### src/verilog/link_power_map.vh
// Purpose: offsets, fields and reset values for the link power controller
// Assumes: AXI4-Lite, 32-bit data, one aligned word per register
// Notes: included by link_power_ctrl.v only
`ifndef LINK_POWER_MAP_VH
`define LINK_POWER_MAP_VH

`define OFF_CTRL_ONE 4'h0
`define OFF_CTRL_TWO 4'h4
`define OFF_STATE_VEC 4'h8
`define OFF_MODE_STAT 4'hC

// Control one fields
`define F_WAIT_CLK_SEL 0
`define F_CLK_STABLE 1
// Control two fields
`define F_ANALOG_LOOPBACK_BIT 0
`define F_DIGITAL_LOOPBACK_BIT 1

`define RST_CTRL_ONE 2'h0
`define RST_CTRL_TWO 2'h0

// State vector codes
`define SV_NONE 6'h00
`define SV_EOF 6'h04
`define SV_WAKEUP 6'h20

// Idle bus: passive samples needed after analog loopback ends
`define IDLE_NS 300000
`define IDLE_CYC ((`IDLE_NS + 9) / 10)
`define IDLE_W 15

`endif

### src/verilog/unused_placeholder_none.v
`timescale 1ns/1ps

### src/verilog/link_power_ctrl.v
// Purpose: operating and power mode control of a serial link controller
// Assumes: aclk 100 MHz, one clock, synchronous active-low aresetn
// Notes: clock gating is reported by clk_run_r, not done here
//
// Overview of operation
// - Any reset source asserted forces reset mode from every mode.
// - In reset mode, state held at reset values; inputs and bus ignored.
// - Reset mode leaves for run only once all reset sources released.
// - Stop wakeup enters run; reception valid once clocks stable (rx_valid sets in run without F_CLK_STABLE).
// - Wait-clock bit clear: wait request enters wait mode, clocks run.
// - Device stops driving the bus one cycle after entering wait mode.
// - Wait mode: first passive-to-active edge wakes and raises interrupt.
// - Wait-clock bit set: wait or stop request enters stop, clocks off.
// - Stop mode: first passive-to-active edge raises non-maskable request.
// - Leaving stop records wakeup code as highest priority in vector.
// - Bus activity in a low-power mode exits low-power operation unless a loopback bit is set.
// - Low-power entry and exit leave control register contents unchanged.
// - With a loopback bit set, bus traffic does not wake the device.
// - Message waking both CPU and device from stop may be lost.
// - After analog loopback exits, wait for idle bus before talking.
// - Digital loopback feeds transmit back to receive, bus undriven.
`timescale 1ns/1ps
`include "link_power_map.vh"

module link_power_ctrl (
    input wire aclk,
    input wire aresetn,
    input wire por_n,
    input wire low_voltage_reset,
    input wire cpu_wait_req,
    input wire cpu_stop_req,
    input wire eof_seen,
    input wire core_tx,
    input wire digital_rx_in,
    output reg digital_tx_out,
    output reg rx_to_core,
    output reg clk_run_r,
    output reg wake_irq,
    output reg wake_nmi,
    output reg rx_valid,
    output reg [3:0] mode_out,
    input wire [3:0] s_axi_awaddr,
    input wire s_axi_awvalid,
    output reg s_axi_awready,
    input wire [31:0] s_axi_wdata,
    input wire [3:0] s_axi_wstrb,
    input wire s_axi_wvalid,
    output reg s_axi_wready,
    output reg [1:0] s_axi_bresp,
    output reg s_axi_bvalid,
    input wire s_axi_bready,
    input wire [3:0] s_axi_araddr,
    input wire s_axi_arvalid,
    output reg s_axi_arready,
    output reg [31:0] s_axi_rdata,
    output reg [1:0] s_axi_rresp,
    output reg s_axi_rvalid,
    input wire s_axi_rready
);

    localparam [3:0] M_RESET = 4'h1;
    localparam [3:0] M_RUN = 4'h2;
    localparam [3:0] M_WAIT = 4'h4;
    localparam [3:0] M_STOP = 4'h8;

    reg [3:0] mode_r, mode_nxt;
    reg [1:0] ctrl_one_r;
    reg [1:0] ctrl_two_r;
    reg [5:0] state_vec_r;
    reg [2:0] rx_sync_r;
    reg rx_stable_r;
    reg analog_loopback_bit_was_r;
    reg idle_wait_r;
    reg [`IDLE_W-1:0] idle_cnt_r;
    reg [3:0] aw_addr_r;
    reg aw_have_r, w_have_r;
    reg [31:0] w_data_r;
    reg [3:0] w_strb_r;

    wire any_reset = ~aresetn | ~por_n | low_voltage_reset;
    wire wait_clock_mode_sel = ctrl_one_r[`F_WAIT_CLK_SEL];
    wire loop_any = ctrl_two_r[`F_ANALOG_LOOPBACK_BIT] | ctrl_two_r[`F_DIGITAL_LOOPBACK_BIT];
    wire digital_loopback_bit = ctrl_two_r[`F_DIGITAL_LOOPBACK_BIT];
    // Rising edge of the filtered bus level is passive-to-active
    wire rx_agree = (rx_sync_r[1] == rx_sync_r[2]);
    wire rx_rise = rx_agree & rx_sync_r[2] & ~rx_stable_r;
    wire wake_evt = rx_rise & ~loop_any;
    wire wr_go = aw_have_r & w_have_r & ~s_axi_bvalid;

    // Pin synchroniser; stage 0 feeds only stage 1
    always @(posedge aclk) begin
        if (any_reset) begin
            rx_sync_r <= 3'h0;
            rx_stable_r <= 1'b0;
        end else begin
            rx_sync_r <= {rx_sync_r[1:0], digital_rx_in};
            if (rx_agree)
                rx_stable_r <= rx_sync_r[2];
        end
    end

    // Mode sequencing
    always @* begin
        mode_nxt = mode_r;
        case (mode_r)
            M_RESET: mode_nxt = M_RUN;
            M_RUN: begin
                if (cpu_stop_req & wait_clock_mode_sel)
                    mode_nxt = M_STOP;
                else if (cpu_wait_req & ~wait_clock_mode_sel)
                    mode_nxt = M_WAIT;
                else if (cpu_wait_req & wait_clock_mode_sel)
                    mode_nxt = M_STOP;
            end
            M_WAIT: if (wake_evt) mode_nxt = M_RUN;
            M_STOP: if (wake_evt) mode_nxt = M_RUN;
            default: mode_nxt = M_RESET;
        endcase
    end

    always @(posedge aclk) begin
        if (any_reset)
            mode_r <= M_RESET;
        else
            mode_r <= mode_nxt;
    end

    // Wake requests and status; registers not touched by wake
    always @(posedge aclk) begin
        if (any_reset) begin
            wake_irq <= 1'b0;
            wake_nmi <= 1'b0;
            clk_run_r <= 1'b1;
            rx_valid <= 1'b0;
            mode_out <= M_RESET;
        end else begin
            mode_out <= mode_nxt;
            wake_irq <= (mode_r == M_WAIT) & wake_evt;
            wake_nmi <= (mode_r == M_STOP) & wake_evt;
            clk_run_r <= (mode_nxt != M_STOP);
            // stop clears valid; back in run it sets without F_CLK_STABLE
            if (mode_r == M_STOP)
                rx_valid <= 1'b0;
            else if (ctrl_one_r[`F_CLK_STABLE] & (mode_nxt == M_RUN))
                rx_valid <= 1'b1;
            else if (mode_r == M_RUN)
                rx_valid <= rx_valid | (mode_nxt == M_RUN & ~idle_wait_r);
        end
    end

    // idle-bus wait after analog loopback exits
    always @(posedge aclk) begin
        if (any_reset) begin
            analog_loopback_bit_was_r <= 1'b0;
            idle_wait_r <= 1'b0;
            idle_cnt_r <= {`IDLE_W{1'b0}};
        end else begin
            analog_loopback_bit_was_r <= ctrl_two_r[`F_ANALOG_LOOPBACK_BIT];
            if (analog_loopback_bit_was_r & ~ctrl_two_r[`F_ANALOG_LOOPBACK_BIT]) begin
                idle_wait_r <= 1'b1;
                idle_cnt_r <= {`IDLE_W{1'b0}};
            end else if (idle_wait_r) begin
                if (rx_stable_r)
                    idle_cnt_r <= {`IDLE_W{1'b0}};
                else if (idle_cnt_r == `IDLE_CYC - 1)
                    idle_wait_r <= 1'b0;
                else
                    idle_cnt_r <= idle_cnt_r + 1'b1;
            end
        end
    end

    // Pin paths; active bus level is high on the transmit pin
    always @(posedge aclk) begin
        if (any_reset) begin
            digital_tx_out <= 1'b0;
            rx_to_core <= 1'b0;
        end else begin
            // no drive in wait; digital loopback keeps bus quiet
            digital_tx_out <= core_tx & (mode_r == M_RUN) & ~digital_loopback_bit
                & ~idle_wait_r;
            rx_to_core <= digital_loopback_bit ? core_tx : rx_stable_r;
        end
    end

    // stop wakeup code wins in vector
    always @(posedge aclk) begin
        if (any_reset)
            state_vec_r <= `SV_NONE;
        else if ((mode_r == M_STOP) & wake_evt)
            state_vec_r <= `SV_WAKEUP;
        else if (s_axi_arvalid & s_axi_arready
                 & (s_axi_araddr == `OFF_STATE_VEC))
            state_vec_r <= eof_seen ? `SV_EOF : `SV_NONE;
        else if (eof_seen & (state_vec_r != `SV_WAKEUP))
            state_vec_r <= `SV_EOF;
    end

    // AXI write side: address and data taken in either order
    always @(posedge aclk) begin
        if (any_reset) begin
            s_axi_awready <= 1'b1;
            s_axi_wready <= 1'b1;
            s_axi_bvalid <= 1'b0;
            s_axi_bresp <= 2'h0;
            aw_have_r <= 1'b0;
            w_have_r <= 1'b0;
            aw_addr_r <= 4'h0;
            w_data_r <= 32'h0;
            w_strb_r <= 4'h0;
            ctrl_one_r <= `RST_CTRL_ONE;
            ctrl_two_r <= `RST_CTRL_TWO;
        end else begin
            if (s_axi_awvalid & s_axi_awready) begin
                aw_addr_r <= s_axi_awaddr;
                aw_have_r <= 1'b1;
                s_axi_awready <= 1'b0;
            end
            if (s_axi_wvalid & s_axi_wready) begin
                w_data_r <= s_axi_wdata;
                w_strb_r <= s_axi_wstrb;
                w_have_r <= 1'b1;
                s_axi_wready <= 1'b0;
            end
            if (wr_go) begin
                aw_have_r <= 1'b0;
                w_have_r <= 1'b0;
                s_axi_bvalid <= 1'b1;
                s_axi_bresp <= 2'h0;
                if (aw_addr_r == `OFF_CTRL_ONE & w_strb_r[0])
                    ctrl_one_r <= w_data_r[1:0];
                else if (aw_addr_r == `OFF_CTRL_TWO & w_strb_r[0])
                    ctrl_two_r <= w_data_r[1:0];
                else if (aw_addr_r != `OFF_CTRL_ONE
                         & aw_addr_r != `OFF_CTRL_TWO)
                    s_axi_bresp <= 2'h2;
            end
            if (s_axi_bvalid & s_axi_bready) begin
                s_axi_bvalid <= 1'b0;
                s_axi_awready <= 1'b1;
                s_axi_wready <= 1'b1;
            end
        end
    end

    // AXI read side; reading the vector clears a stale code
    always @(posedge aclk) begin
        if (any_reset) begin
            s_axi_arready <= 1'b1;
            s_axi_rvalid <= 1'b0;
            s_axi_rdata <= 32'h0;
            s_axi_rresp <= 2'h0;
        end else if (s_axi_arvalid & s_axi_arready) begin
            s_axi_arready <= 1'b0;
            s_axi_rvalid <= 1'b1;
            s_axi_rresp <= 2'h0;
            case (s_axi_araddr)
                `OFF_CTRL_ONE: s_axi_rdata <= {30'h0, ctrl_one_r};
                `OFF_CTRL_TWO: s_axi_rdata <= {30'h0, ctrl_two_r};
                `OFF_STATE_VEC: s_axi_rdata <= {26'h0, state_vec_r};
                `OFF_MODE_STAT: s_axi_rdata <= {27'h0, idle_wait_r,
                                                mode_r};
                default: begin
                    s_axi_rdata <= 32'h0;
                    s_axi_rresp <= 2'h2;
                end
            endcase
        end else if (s_axi_rvalid & s_axi_rready) begin
            s_axi_rvalid <= 1'b0;
            s_axi_arready <= 1'b1;
        end
    end

endmodule

### config.mk
export PLATFORM = sky130hd
export DESIGN_NAME = link_power_ctrl
export DESIGN_NICKNAME = d
export VERILOG_FILES = /design/src/verilog/unused_placeholder_none.v /design/src/verilog/link_power_ctrl.v
export VERILOG_INCLUDE_DIRS = /design/src /design/src/verilog
export SDC_FILE = /design/constraint.sdc
export NUM_CORES = 1
export LEC_CHECK = 0
export ABC_CLOCK_PERIOD_IN_PS = 2700
export BUFFER_PORTS_ARGS = -buffer_cell sky130_fd_sc_hd__clkbuf_2
export CAP_MARGIN = 20
export CORE_MARGIN = 2
export CORE_UTILIZATION = 46
export DETAILED_ROUTE_END_ITERATION = 10
export PLACE_DENSITY = 0.76
export SLEW_MARGIN = 10
export SYNTH_ARGS = -nofsm -noshare
export SYNTH_HDL_FRONTEND = slang
export SYNTH_SLANG_ARGS = --single-unit
### constraint.sdc
create_clock -name aclk -period 2.7 [get_ports aclk]
set_clock_uncertainty 0.2 [all_clocks]
set_input_delay 0.675 -clock aclk [delete_from_list [all_inputs] [get_ports aclk]]
set_output_delay 0.675 -clock aclk [all_outputs]
set_load 0.02 [all_outputs]
Word-level counts from Yosys, hierarchy flattened

Cells that the tools add are included.

Register bits: 91
Input port bits: 58
Output and inout bits: 51
Word-level logic and storage cells: 129

Add/sub/neg operators: 1
Eq/ne operators: 15
Muxes and demuxes: 27
Bitwise gates (word level): 40
Reductions and logical operators: 17

Operator list:

| cell                  | count |
|---|---|
| $mux 15               | 2 |
| $and 1x1->1           | 26 |
| $pmux 6 s4            | 1 |
| $mux 6                | 3 |
| $mux 4                | 4 |
| $add 15x1->15 const B | 1 |
| $eq 15x15->1 const B  | 1 |
| $eq 4x3->1 const B    | 3 |
| $eq 4x4->1 const B    | 3 |
| $pmux 4 s3            | 1 |
| $reduce_or 2->1       | 6 |
| $mux 1                | 11 |
| $not 1->1             | 10 |
| $eq 4x2->1 const B    | 2 |
| $logic_not 4->1       | 2 |
| $mux 2                | 4 |
| $ne 6x6->1 const B    | 1 |
| $reduce_bool 2->1     | 3 |
| $eq 4x1->1 const B    | 1 |
| $ne 4x3->1 const B    | 1 |
| $ne 4x4->1 const B    | 1 |
| $or 1x1->1            | 4 |
| $reduce_and 2->1      | 2 |
| $reduce_bool 4->1     | 1 |
| 6 further kinds       | 6 |

Logic depth before layout (Yosys ltp)

Gate-level depths: netlist (run 1).

Word-level depth: 11
Mapped depth: 5

Least setup slack after synthesis (run 1)

No wires, ideal clock.

Path type: input-to-reg
From: in low_voltage_reset
To: reg idle_cnt_r[10]
Library setup time: 0.071 ns
Data arrival time: 1.763 ns
Data required time: 2.429 ns
Slack: 0.666 ns
Cell stages on the path: 5
Path buffers: 2
Cell sequence: nand3b_1 or3_1 clkbuf_1 clkbuf_1 a21oi_1

Word-level cells in the longest chain between the ends: 2

RTL lines:

| element                   | line                  | source |
|---|---|---|
| start, declared           | link_power_ctrl.v:29  | `input wire low_voltage_reset,` |
| $or 1x1->1                | link_power_ctrl.v:80  | `wire any_reset = ~aresetn \| ~por_n \| low_voltage_reset;` |
| $reduce_or 2->1 (no line) | -                     |  |
| end signal, assigned      | link_power_ctrl.v:156 | `` idle_cnt_r <= {`IDLE_W{1'b0}}; `` |
| end signal, assigned      | link_power_ctrl.v:161 | `` idle_cnt_r <= {`IDLE_W{1'b0}}; `` |
| end signal, assigned      | link_power_ctrl.v:164 | `` idle_cnt_r <= {`IDLE_W{1'b0}}; `` |
| end, declared             | link_power_ctrl.v:74  | `` reg [`IDLE_W-1:0] idle_cnt_r; `` |

Every way passes these cells.
A chain may end at the register's enable or synchronous reset.

Final worst setup path (run 1)

From: reg rx_stable_r
To: reg idle_cnt_r[7]

Word-level cells in the longest chain between the ends: 2
Elaborated cells on any way between the ends: 3

RTL lines:

| element                    | line                 | source |
|---|---|---|
| start, declared            | link_power_ctrl.v:71 | `reg rx_stable_r;` |
| start signal, assigned     | link_power_ctrl.v:98 | `rx_stable_r <= rx_sync_r[2];` |
| $ne 2x2->1 (no line)       | -                    |  |
| $reduce_and 2->1 (no line) | -                    |  |

Several ways; a longest one is shown, not always the timed one.

==> results of run 1 <==
[final timing paths]
check | from | endpoint | slack [ns] | depth (start not counted)
worst max-delay path | rx_stable_r | idle_cnt_r[7] | 0.63 | 4
worst min-delay path | rx_sync_r[0] | rx_sync_r[1] | 0.23 | 1
worst max register to register | rx_stable_r | idle_cnt_r[7] | 0.63 | 4
worst min register to register | rx_sync_r[0] | rx_sync_r[1] | 0.23 | 1
[kinds of logic (layout without fill, tap and decap cells)]
logic type,count (synthesis),in the layout
AOI/OAI and AO/OA,69,69
and+or+nand+nor,120,120
DFF,59,59
adders and majority gates,2,2
xor gates and xnor gates,5,5
buffers and inverters,43,72
other,1,28
muxes,5,5
[cells in the final DEF (no fill, tap or decap), drive strengths merged, types with 2 or more instances in the layout]
| cell type | Yosys | routed |
|---|---|---|
| and4 | 5 | 5 |
| o21ai | 16 | 16 |
| a22oi | 4 | 4 |
| and4b | 2 | 2 |
| and2 | 8 | 8 |
| nor2 | 25 | 25 |
| a2bb2oi | 2 | 2 |
| mux2 | 3 | 3 |
| and3b | 2 | 2 |
| nand4 | 3 | 3 |
| nor3 | 6 | 6 |
| nand3b | 3 | 3 |
| inv | 7 | 7 |
| clkinv | 0 | 2 |
| conb | 1 | 28 |
| mux2i | 2 | 2 |
| a21oi | 28 | 28 |
| or3 | 5 | 5 |
| nor2b | 3 | 3 |
| o31ai | 5 | 5 |
| xor2 | 4 | 4 |
| nand3 | 17 | 17 |
| dfxtp | 59 | 59 |
| o311ai | 2 | 2 |
| buf | 29 | 2 |
| nand2b | 2 | 2 |
| nand2 | 26 | 26 |
| or4b | 3 | 3 |
| nor4b | 2 | 2 |
| ha | 2 | 2 |
| a22o | 2 | 2 |
| or4 | 4 | 4 |
| clkbuf | 7 | 61 |
[cell type report]
class	instances	share of cell area [%]
Clock buffer	14	5.24
Inverter	7	0.847
Clock inverter	2	0.323
Sequential cell	59	38.1
Timing Repair Buffer	49	8.07
Tap cell	75	3.03
Multi-Input combinational cell	229	44.4
[sequential cells by signal (all words and copies together) (netlist names), 2 cells and up]
name         cells
idle_cnt_r      15
state_vec_r      2
w_data_r         2
mode_out         4
aw_addr_r        4
ctrl_one_r       2
ctrl_two_r       2
s_axi_rdata      6
rx_sync_r        3
[per-layer routing]
metal  part of all wire [%]  track usage (%)  wire [µm]  vias up
met4                    1.0             7.12         56        0
met2                     48             28.3       2620       72
met1                     46             23.1       2520     1043
li1                       -                -          -     1143
met5                      0                0          0        -
met3                    5.3             5.11        289       10
[worst max-delay path: stages (launching register included)]
cell and delay (ns):
dfxtp_1 0.37, or4b_4 0.64, nor4_4 0.49, or4_1 0.19
a21oi_1 0.06
[metrics by stage]
stage | instances | worst slack, ns | cell area [µm²]
2_1_floorplan | 331 | 0.666 | 2830
3_3_place_gp | 419 | 0.586 | 2930
3_5_place_dp | 419 | 0.590 | 2930
4_1_cts | 435 | 0.636 | 3100
5_1_grt | 435 | 0.564 | 3100
6_report | 435 | 0.630 | 3100
[Yosys cell counts, drive strengths merged, types with 3 or more instances]
cell type | n | area, µm²
dfxtp | 59 | 1180
buf | 29 | 221
a21oi | 28 | 140
nand2 | 26 | 97.6
nor2 | 25 | 93.8
nand3 | 17 | 85.1
o21ai | 16 | 80.1
and2 | 8 | 51.3
clkbuf | 7 | 26.3
inv | 7 | 26.3
nor3 | 6 | 30.0
and4 | 5 | 43.8
o31ai | 5 | 51.3
or3 | 5 | 31.3
a22oi | 4 | 30.0
or4 | 4 | 30.0
xor2 | 4 | 35.0
mux2 | 3 | 33.8
nand3b | 3 | 22.5
nand4 | 3 | 18.8
nor2b | 3 | 18.8
or4b | 3 | 33.8
[report_power, final]
part / total [mW] / leakage, nW / internal (mW) / switching (mW)
sequential: 0.886 / 0.477 / 0.878 / 0.00789
clock: 0.703 / 0.0905 / 0.381 / 0.322
combinational: 0.111 / 0.656 / 0.0336 / 0.0778
==> parameters.txt, run 1 <==
Parameter                              Value

Power and ir drop
  Leakage power of the design    1.22 nW
  Overall power consumption    1.70 mW
  Maximum vdd ir drop    328 µV
  Power density over the cells    548 nW/µm²

Final layout
  Area growth syn-to-layout    13.6%
  Sequential cell area    between 1000 and 1500 µm²
  Share of post-route cells with drive strength above 1    21.4%
  # fillers    545
  Antenna cell count    0
  Final core utilization    between 50% and 60%
  Multi-input combinational cell area    around 1400 µm²
  Total number of nets in the final design    415

Timing
  Final setup violation count    0
  Max-slew violation count    0
  Final cycle utilization of the critical path    76.7%
  Highest clock frequency the design can meet    483 MHz
  Final count of hold timing violations    0
  Minimum clock period after layout    2.07 ns
  Worst hold slack    0.228 ns
  Worst slew margin relative to its limit    60.6%
  Total Negative Setup Slacks    0 ns
  Measured slew at the worst slew-check pin    0.590 ns
  RSZ-0062 raised after global routing    no

Route
  Routed len/inst    12.6 µm
  DRT Wirelength    ~5500 µm
  TritonRoute pass-1 iters    4
  Remaining routing DRC violations    0
  Post-route antenna net violation count    0
  Post-detailed-route via-to-cell ratio    5.21
  Number of DRC markers in iteration 0    roughly 110
  Vias    2268

GRT
  First-pass GRT wire length    9070 µm
  GR Overflow Total    0
  Number of global-route vias before repair    between 1500 and 2000
  Number of antenna violations at the first check in global routing    0
  Pin count of the biggest net entering global routing    27
  Tot GR Track Use    17.9%

Yosys
  Synth Area in Compound Gates    between 15 and 20%
  Adder-Cell Fraction of Synth Area    0.916%
  Top FF cell, synth    dfxtp_1
  Area share of xor/xnor cells in the synthesized design    1.60%
  Cell Area, Synth    2730 µm²
  Warning count from the yosys run    0
  Simple-gate area share of the yosys netlist    25.2%
  Multiplexer fraction of the synthesized cell area    1.97%
  Part of the Yosys area used for sequential elements    43.2%
  Combinational family with the most area after synthesis    simple AND/OR/NAND/NOR gates
  Async S/R FF share, synth    0%
  Average footprint of a synthesized cell    approximately 9 µm²
  Count of cell types in the netlist    55
  Flip-flop and latch count after synthesis    59
  Count of mapped cells out of synthesis    304
  Number of flops mapped to enable cells by yosys    0

Setup path
  Worst Setup Path Type    reg -> reg
  Worst-path fanout max    9
  Data required, critical path    approximately 2.7 ns
  Critical path endpoint category    flop
  Type of element launching the critical path    flop
  Arr. time, crit path    just over 2 ns

CTS
  # H-tree levels    3
  Hold buffers post-CTS    0
  Clock sink total    59
  Cts repair resizes    0
  Clock tree from TritonCTS    yes
  Clock transition at the registers of the reported paths    0.06 ns
  CTS buffer count    9
  Post-CTS setup buffer count    0
  Clock tree buffer depth    2
  Root buffer cell    clkbuf_8
  Insertion delay to the later sink of the worst-skew pair    0.32 ns

Flow run
  Maximum Capacitance Violations    0

Die
  Overall die width    ~80 µm
  Height of the die    81.1 µm
  Number of standard-cell rows in the floorplan    28
  Area of the placeable core    between 5000 and 6000 µm²
  Initial core utilization    47.0%
  Area of the die    ~6600 µm²
  Boundary Pins    109

Place
  Routability congestion estimate    between 0.8 and 0.9
  Number of buffers added on ports    47
  Hpwl dp    3930 µm

Status
  Result of the run    finished clean

Hold path
  Hold crit path type    reg -> reg
Power figures use the tool's default switching activity.
==> run 2, diff against run 1 <==
- ABC_CLOCK_PERIOD_IN_PS: 2700 -> 1700
- CORE_UTILIZATION: 46 -> 44
- PLACE_DENSITY: 0.76 -> 0.77
- clock period: 2.7 -> 1.7 ns (I/O delays scaled with it)
==> parameters.txt, run 2 (same netlist as run 1, synthesis figures left out) <==
Parameter                              Value

CTS
  Insertion delay to the later sink of the worst-skew pair    0.34 ns (+0.02 ns)
  Hold buffers post-CTS    0 (unchanged)
  # H-tree levels    3 (unchanged)
  Clock sink total    59 (unchanged)
  Clock transition at the registers of the reported paths    0.07 ns (about the same)
  Clock tree from TritonCTS    yes
  CTS buffer count    9 (unchanged)
  Clock tree buffer depth    2 (unchanged)
  Root buffer cell    clkbuf_8

Final layout
  Most common cell after layout, fill and taps aside    dfxtp_1
  Total number of nets in the final design    455 (+9.6%)
  # fillers    506 (-7.2%)
  Antenna cell count    0 (unchanged)
  Largest registers ranked by flip-flop count    idle_cnt_r (15), s_axi_rdata (6)
  Area growth syn-to-layout    31.0%
  Largest register by flop count    idle_cnt_r
  Final core utilization    60.1% (+6.7 points)
  Flip-flop count of the largest register, all copies and words added    15 (unchanged)
  Final design instance area without fill    3580 µm² (+15%)
  Share of post-route cells with drive strength above 1    36.3% (+15 points)
  Commonest non-fill, non-tap cells in the layout    dfxtp_1 (50), clkbuf_2 (47), buf_4 (37), conb_1 (28)

Place
  Routability congestion estimate    0.806 (-8.4%)
  Post-Place Cell Area    3210 µm² (+9.7%)
  Setup slack at placement    -0.154 ns (-0.744 ns)
  Number of buffers added on ports    47 (unchanged)
  Hpwl dp    4390 µm (+12%)

Setup path
  Type of element launching the critical path    flop
  Worst flop-to-flop path startpoint    rx_stable_r
  Critical path endpoint category    flop
  Worst reg2reg path depth    5 (+1)
  Reg-to-reg setup timing slack    -0.14 ns (-0.77 ns)
  Worst Setup Path Type    reg -> reg
  Data required, critical path    1.73 ns (-0.96 ns)
  Worst-path fanout max    6 (-3)
  Arr. time, crit path    1.87 ns (-0.19 ns)
  Capture point of the worst reg-to-reg path    idle_cnt_r[8]

Route
  Vias    2481 (+9.4%)
  Remaining routing DRC violations    0 (unchanged)
  Routed len/inst    12.8 µm (+1.6%)
  Post-route antenna net violation count    0 (unchanged)
  DRT Wirelength    6080 µm (+11%)
  Highest routed metal layer    met4
  Detailed route wirelength on metal2    2980 µm (+14%)
  Detailed-routing wirelength on met1    2710 µm (+7.7%)
  TritonRoute pass-1 iters    4 (unchanged)
  Number of DRC markers in iteration 0    140 (+25%)
  Post-detailed-route via-to-cell ratio    5.22 (+0.18%)
  Met3 wire len    271 µm (-6.2%)

Power and ir drop
  Maximum vdd ir drop    809 µV (+150%)
  Leakage power of the design    1.49 nW (+22%)
  Power density over the cells    804 nW/µm² (+47%)

Hold path
  Source of the worst hold timing path    digital_rx_in
  Count of cells along the worst hold path    2 (+1)
  Hold crit path type    in -> reg
  Hold Crit Endpoint    rx_sync_r[0]

Die
  Area of the placeable core    5960 µm² (+2.4%)
  Overall die width    82.8 µm (+2.1%)
  Initial core utilization    45.9% (-1.1 points)
  Height of the die    82.8 µm (+2.1%)
  Area of the die    6850 µm² (+4.3%)
  Boundary Pins    109 (unchanged)
  Number of standard-cell rows in the floorplan    28 (unchanged)

GRT
  GR Overflow Total    0 (unchanged)
  Pin count of the biggest net entering global routing    19 (-30%)
  Number of global-route vias before repair    2176 (+9.4%)
  Tot GR Track Use    18.9% (+0.98 points)
  First-pass GRT wire length    9650 µm (+6.5%)
  Number of antenna violations at the first check in global routing    0 (unchanged)

Timing
  Minimum clock period after layout    1.84 ns (-0.228 ns)
  Final setup violation count    14 (+14)
  Highest clock frequency the design can meet    543 MHz (+12%)
  RSZ-0062 raised after global routing    yes
  Final cycle utilization of the critical path    108% (+32 points)
  Final count of hold timing violations    0 (unchanged)
  Setup slack after layout    -0.142 ns (-0.772 ns)
  Max-slew violation count    0 (unchanged)

Status
  Failing checks    negative setup slack
  Result of the run    finished, violations left

Flow run
  Maximum Capacitance Violations    0 (unchanged)
-- run 2: changes by cell type in the layout (fill, tap and decap cells not counted), sizes merged --
cell | before | now
inv | 7 | 8
bufinv | 0 | 1
clkinvlp | 0 | 2
clkbuf | 61 | 57
buf | 2 | 42
-- run 2: cell type report --
cell class / instances / area, µm² / share of cell area (%)
Tap cell: 75 / 93.8 / 2.62
Inverter: 7 / 26.3 / 0.734
Timing Repair Buffer: 89 / 578 / 16.2
Multi-Input combinational cell: 229 / 1480 / 41.5
Clock buffer: 10 / 138 / 3.85
Clock inverter: 6 / 63.8 / 1.78
Sequential cell: 59 / 1190 / 33.4
-- run 2: metal layers --
layer,GRT usage [%],vias to the layer above
met5,0,-
met4,7.05,0
met3,7.14,11
met2,30.5,59
met1,22.9,1183
li1,-,1228
-- run 2: worst max-delay path by stage --
stage	start	slack, ns	cells past startpoint	to
after floorplan	idle_cnt_r[4]	-0.09	5	idle_cnt_r[11]
after global placement	idle_cnt_r[4]	-0.10	4	idle_cnt_r[4]
after detailed placement	idle_cnt_r[4]	-0.15	4	idle_cnt_r[4]
after CTS	rx_stable_r	-0.14	5	idle_cnt_r[14]
after global routing	idle_cnt_r[4]	-0.18	5	idle_cnt_r[1]
final	rx_stable_r	-0.14	5	idle_cnt_r[8]
-- run 2: stage by stage --
stage	setup TNS [ns]	total power, mW	cells	hold slack [ns]
after floorplan	-0.822	1.61	331	0.206
after global placement	-0.723	1.62	453	0.219
final	-1.43	2.88	475	0.112
after detailed placement	-1.27	1.63	453	0.231
after CTS	-1.22	2.92	472	0.0711
after global routing	-2.16	3.01	475	0.108
-- run 2: power by group --
group	internal [mW]	leakage [nW]	switching, mW
combinational	0.0652	0.910	0.129
clock	0.715	0.0987	0.563
sequential	1.39	0.480	0.0120
-- run 2: critical path, stage by stage (launching register included) --
cell and delay, ns:
dfxtp_2 0.33, or4b_4 0.60, o31ai_4 0.28, buf_4 0.17
or3_1 0.09, a21oi_1 0.06
-- run 2: repair_timing --
action | CTS | global route
pin swaps | 6 | 8
setup endpoints to repair | 15 | 19
hold endpoints to repair | 0 | 0
cloned | 0 | 1
gates resized for setup | 17 | 18
buffers inserted | 3 | 2
==> run 3, diff against run 2 <==
- ABC_AREA: not set -> 1
- PLACE_DENSITY: 0.77 -> 0.76
- TNS_END_PERCENT: not set -> 100
==> parameters.txt, run 3 <==
Parameter                              Value

Die
  Area of the die    6990 µm² (+2.0%)
  Number of standard-cell rows in the floorplan    29 (+3.6%)
  Height of the die    83.6 µm (+1.0%)
  Overall die width    83.6 µm (+1.0%)
  Initial core utilization    44.7% (-1.2 points)
  Boundary Pins    109 (unchanged)
  Area of the placeable core    6240 µm² (+4.8%)

Yosys
  Async S/R FF share, synth    0% (unchanged)
  Area leader, netlist    dfxtp_1
  Cell Area, Synth    2790 µm² (+2.1%)
  Flip-flop and latch count after synthesis    59 (unchanged)
  Leading cell type by number of instances after synthesis    nand2_1
  Area fraction of the dominant cell type after synthesis    42.4% (-0.89 points)
  Leading post-synthesis cells by cell area    dfxtp_1 (42%), nand2_1 (13%), buf_4 (7.5%), nor2_1 (7.4%), inv_1 (5.9%)
  Average footprint of a synthesized cell    7.06 µm² (-21%)
  Count of mapped cells out of synthesis    395 (+30%)
  Part of the Yosys area used for sequential elements    42.4% (-0.89 points)
  Warning count from the yosys run    0 (unchanged)
  Number of flops mapped to enable cells by yosys    0 (unchanged)
  Count of cell types in the netlist    35 (-36%)
  Ranking of synthesized cells by instance count    nand2_1 (95), dfxtp_1 (59), nor2_1 (55)
  Top FF cell, synth    dfxtp_1

Setup path
  Arr. time, crit path    0.97 ns (-0.90 ns)
  Type of element launching the critical path    flop
  Cell depth of the worst setup path    1 (-4)
  Worst Setup Path Type    reg -> out
  Delay of the slowest critical-path stage    0.43 ns (-0.17 ns)
  Cell chain of the critical path    clkbuf_2
  Slowest-stage cell, CP    dfxtp_1
  Worst reg2reg path depth    9 (+4)
  Worst-path fanout max    5 (-1)
  Data required, critical path    1.07 ns (-0.66 ns)
  Critical path endpoint category    output port
  Largest delay share family, worst path    flip-flops
  Combined buffer and inverter count along the critical path    1 (unchanged)

Flow run
  Maximum Capacitance Violations    0 (unchanged)

Final layout
  Share of post-route cells with drive strength above 1    19.9% (-16 points)
  Area growth syn-to-layout    20.9%
  Final core utilization    54.0% (-6.1 points)
  Antenna cell count    0 (unchanged)
  Largest registers ranked by flip-flop count    idle_cnt_r (15), s_axi_rdata (6)
  Total number of nets in the final design    522 (+15%)
  Most common cell after layout, fill and taps aside    nand2_1
  # fillers    608 (+20%)
  Flip-flop count of the largest register, all copies and words added    15 (unchanged)
  Largest register by flop count    idle_cnt_r
  Layout Cells excl Fill    544 (+15%)
  Commonest non-fill, non-tap cells in the layout    nand2_1 (95), dfxtp_1 (58), nor2_1 (54), clkbuf_2 (47), inv_1 (44)

Place
  Number of buffers added on ports    47 (unchanged)
  Setup slack at placement    -0.0540 ns (+0.0998 ns)
  Hpwl dp    4480 µm (+2.0%)
  Routability congestion estimate    0.770 (-4.5%)
  Placed Cells    527 (+16%)

CTS
  Clock tree from TritonCTS    yes
  CTS buffer count    9 (unchanged)
  Root buffer cell    clkbuf_8
  Insertion delay to the later sink of the worst-skew pair    0.34 ns (about the same)
  Clock transition at the registers of the reported paths    0.06 ns (about the same)
  Clock tree buffer depth    2 (unchanged)
  # H-tree levels    3 (unchanged)
  Hold buffers post-CTS    0 (unchanged)
  Clock sink total    59 (unchanged)

Route
  Met3 wire len    339 µm (+25%)
  Detailed-routing wirelength on met1    2710 µm (-0.11%)
  Post-route antenna net violation count    0 (unchanged)
  DRT Wirelength    6080 µm (about the same)
  Detailed route wirelength on metal2    2920 µm (-1.9%)
  Highest routed metal layer    met4
  TritonRoute pass-1 iters    4 (unchanged)
  Vias    2576 (+3.8%)
  Number of DRC markers in iteration 0    137 (-2.1%)
  Routed len/inst    11.2 µm (-13%)
  Remaining routing DRC violations    0 (unchanged)
  Post-detailed-route via-to-cell ratio    4.74 (-9.3%)

GRT
  Tot GR Track Use    18.3% (-0.59 points)
  First-pass GRT wire length    10300 µm (+6.2%)
  Number of antenna violations at the first check in global routing    0 (unchanged)
  GR Overflow Total    0 (unchanged)
  Number of global-route vias before repair    2342 (+7.6%)
  Pin count of the biggest net entering global routing    13 (-6)

Timing
  Final setup violation count    0 (-14)
  Minimum clock period after layout    1.59 ns (-0.247 ns)
  RSZ-0062 raised after global routing    no
  Final cycle utilization of the critical path    93.8% (-15 points)
  Setup slack after layout    0.105 ns (+0.247 ns)
  Highest clock frequency the design can meet    627 MHz (+16%)
  Final count of hold timing violations    0 (unchanged)
  Max-slew violation count    0 (unchanged)

Status
  Result of the run    finished clean

Power and ir drop
  Leakage power of the design    1.53 nW (+2.9%)
  Power density over the cells    960 nW/µm² (+19%)
  Maximum vdd ir drop    629 µV (-22%)

Hold path
  Hold crit path type    in -> reg
  Count of cells along the worst hold path    3 (+1)
run 3: cell types whose count changed in the layout (fill, tap and decap cells not counted), moves of 8 or more:
cell,before,now
nor2_1,24,54
buf_4,37,15
inv_1,7,44
dfxtp_1,50,58
nand2_1,25,95
nand4_1,3,11
run 3: kinds of logic after synthesis:
family                     Yosys count  synth area share [%]
DFF                                 59                  42.4
AOI/OAI and AO/OA                   55                  10.6
muxes                                1                 0.404
xor gates and xnor gates             2                 0.628
adders and majority gates            2                 0.897
other                                1                 0.134
and+or+nand+nor                    194                  29.4
buffers and inverters               81                  15.6
run 3: worst paths after layout:
kind	start	endpoint	slack, ns
worst max-delay path	mode_out[2]	mode_out[2]	0.11
worst min-delay path	digital_rx_in	rx_sync_r[0]	0.08
worst max register to register	idle_cnt_r[0]	idle_cnt_r[7]	0.13
worst min register to register	rx_sync_r[0]	rx_sync_r[1]	0.21
run 3: per-layer routing:
metal,global-route usage [%],up-vias
met2,30.2,70
li1,-,1336
met5,0,-
met1,22.2,1160
met4,7.92,0
met3,5.34,10
run 3: final cells by class:
class	count	area (µm²)	share of cell area [%]
clock buffers	12	165	4.90
clock inverters	4	95.1	2.82
inverters	47	179	5.31
multi-input cells	282	1280	38.1
flip-flops and latches	59	1180	35.1
well taps	77	96.3	2.86
repair buffers	63	368	10.9
run 3: power by group:
group / internal [mW] / leakage, nW / switching [mW]
registers: 1.40 / 0.477 / 0.00920
logic: 0.0526 / 0.923 / 0.136
clock network: 1.09 / 0.133 / 0.552
total: 2.54 / 1.53 / 0.698
run 3: stage by stage:
stage	cell area (µm²)	total power, mW	hold slack [ns]	setup TNS [ns]
after detailed placement	3090	1.62	0.208	-0.0917
after floorplan	2890	1.61	0.194	0
after CTS	3350	3.26	0.0693	0
after global placement	3090	1.62	0.198	-0.0620
final	3370	3.24	0.0811	0
after global routing	3370	3.36	0.104	0
run 3: timing repair:
item                                    4_1_cts  5_1_grt
endpoints found under the setup margin        0       14
resized for setup                             0        5
setup buffers                                 0        1
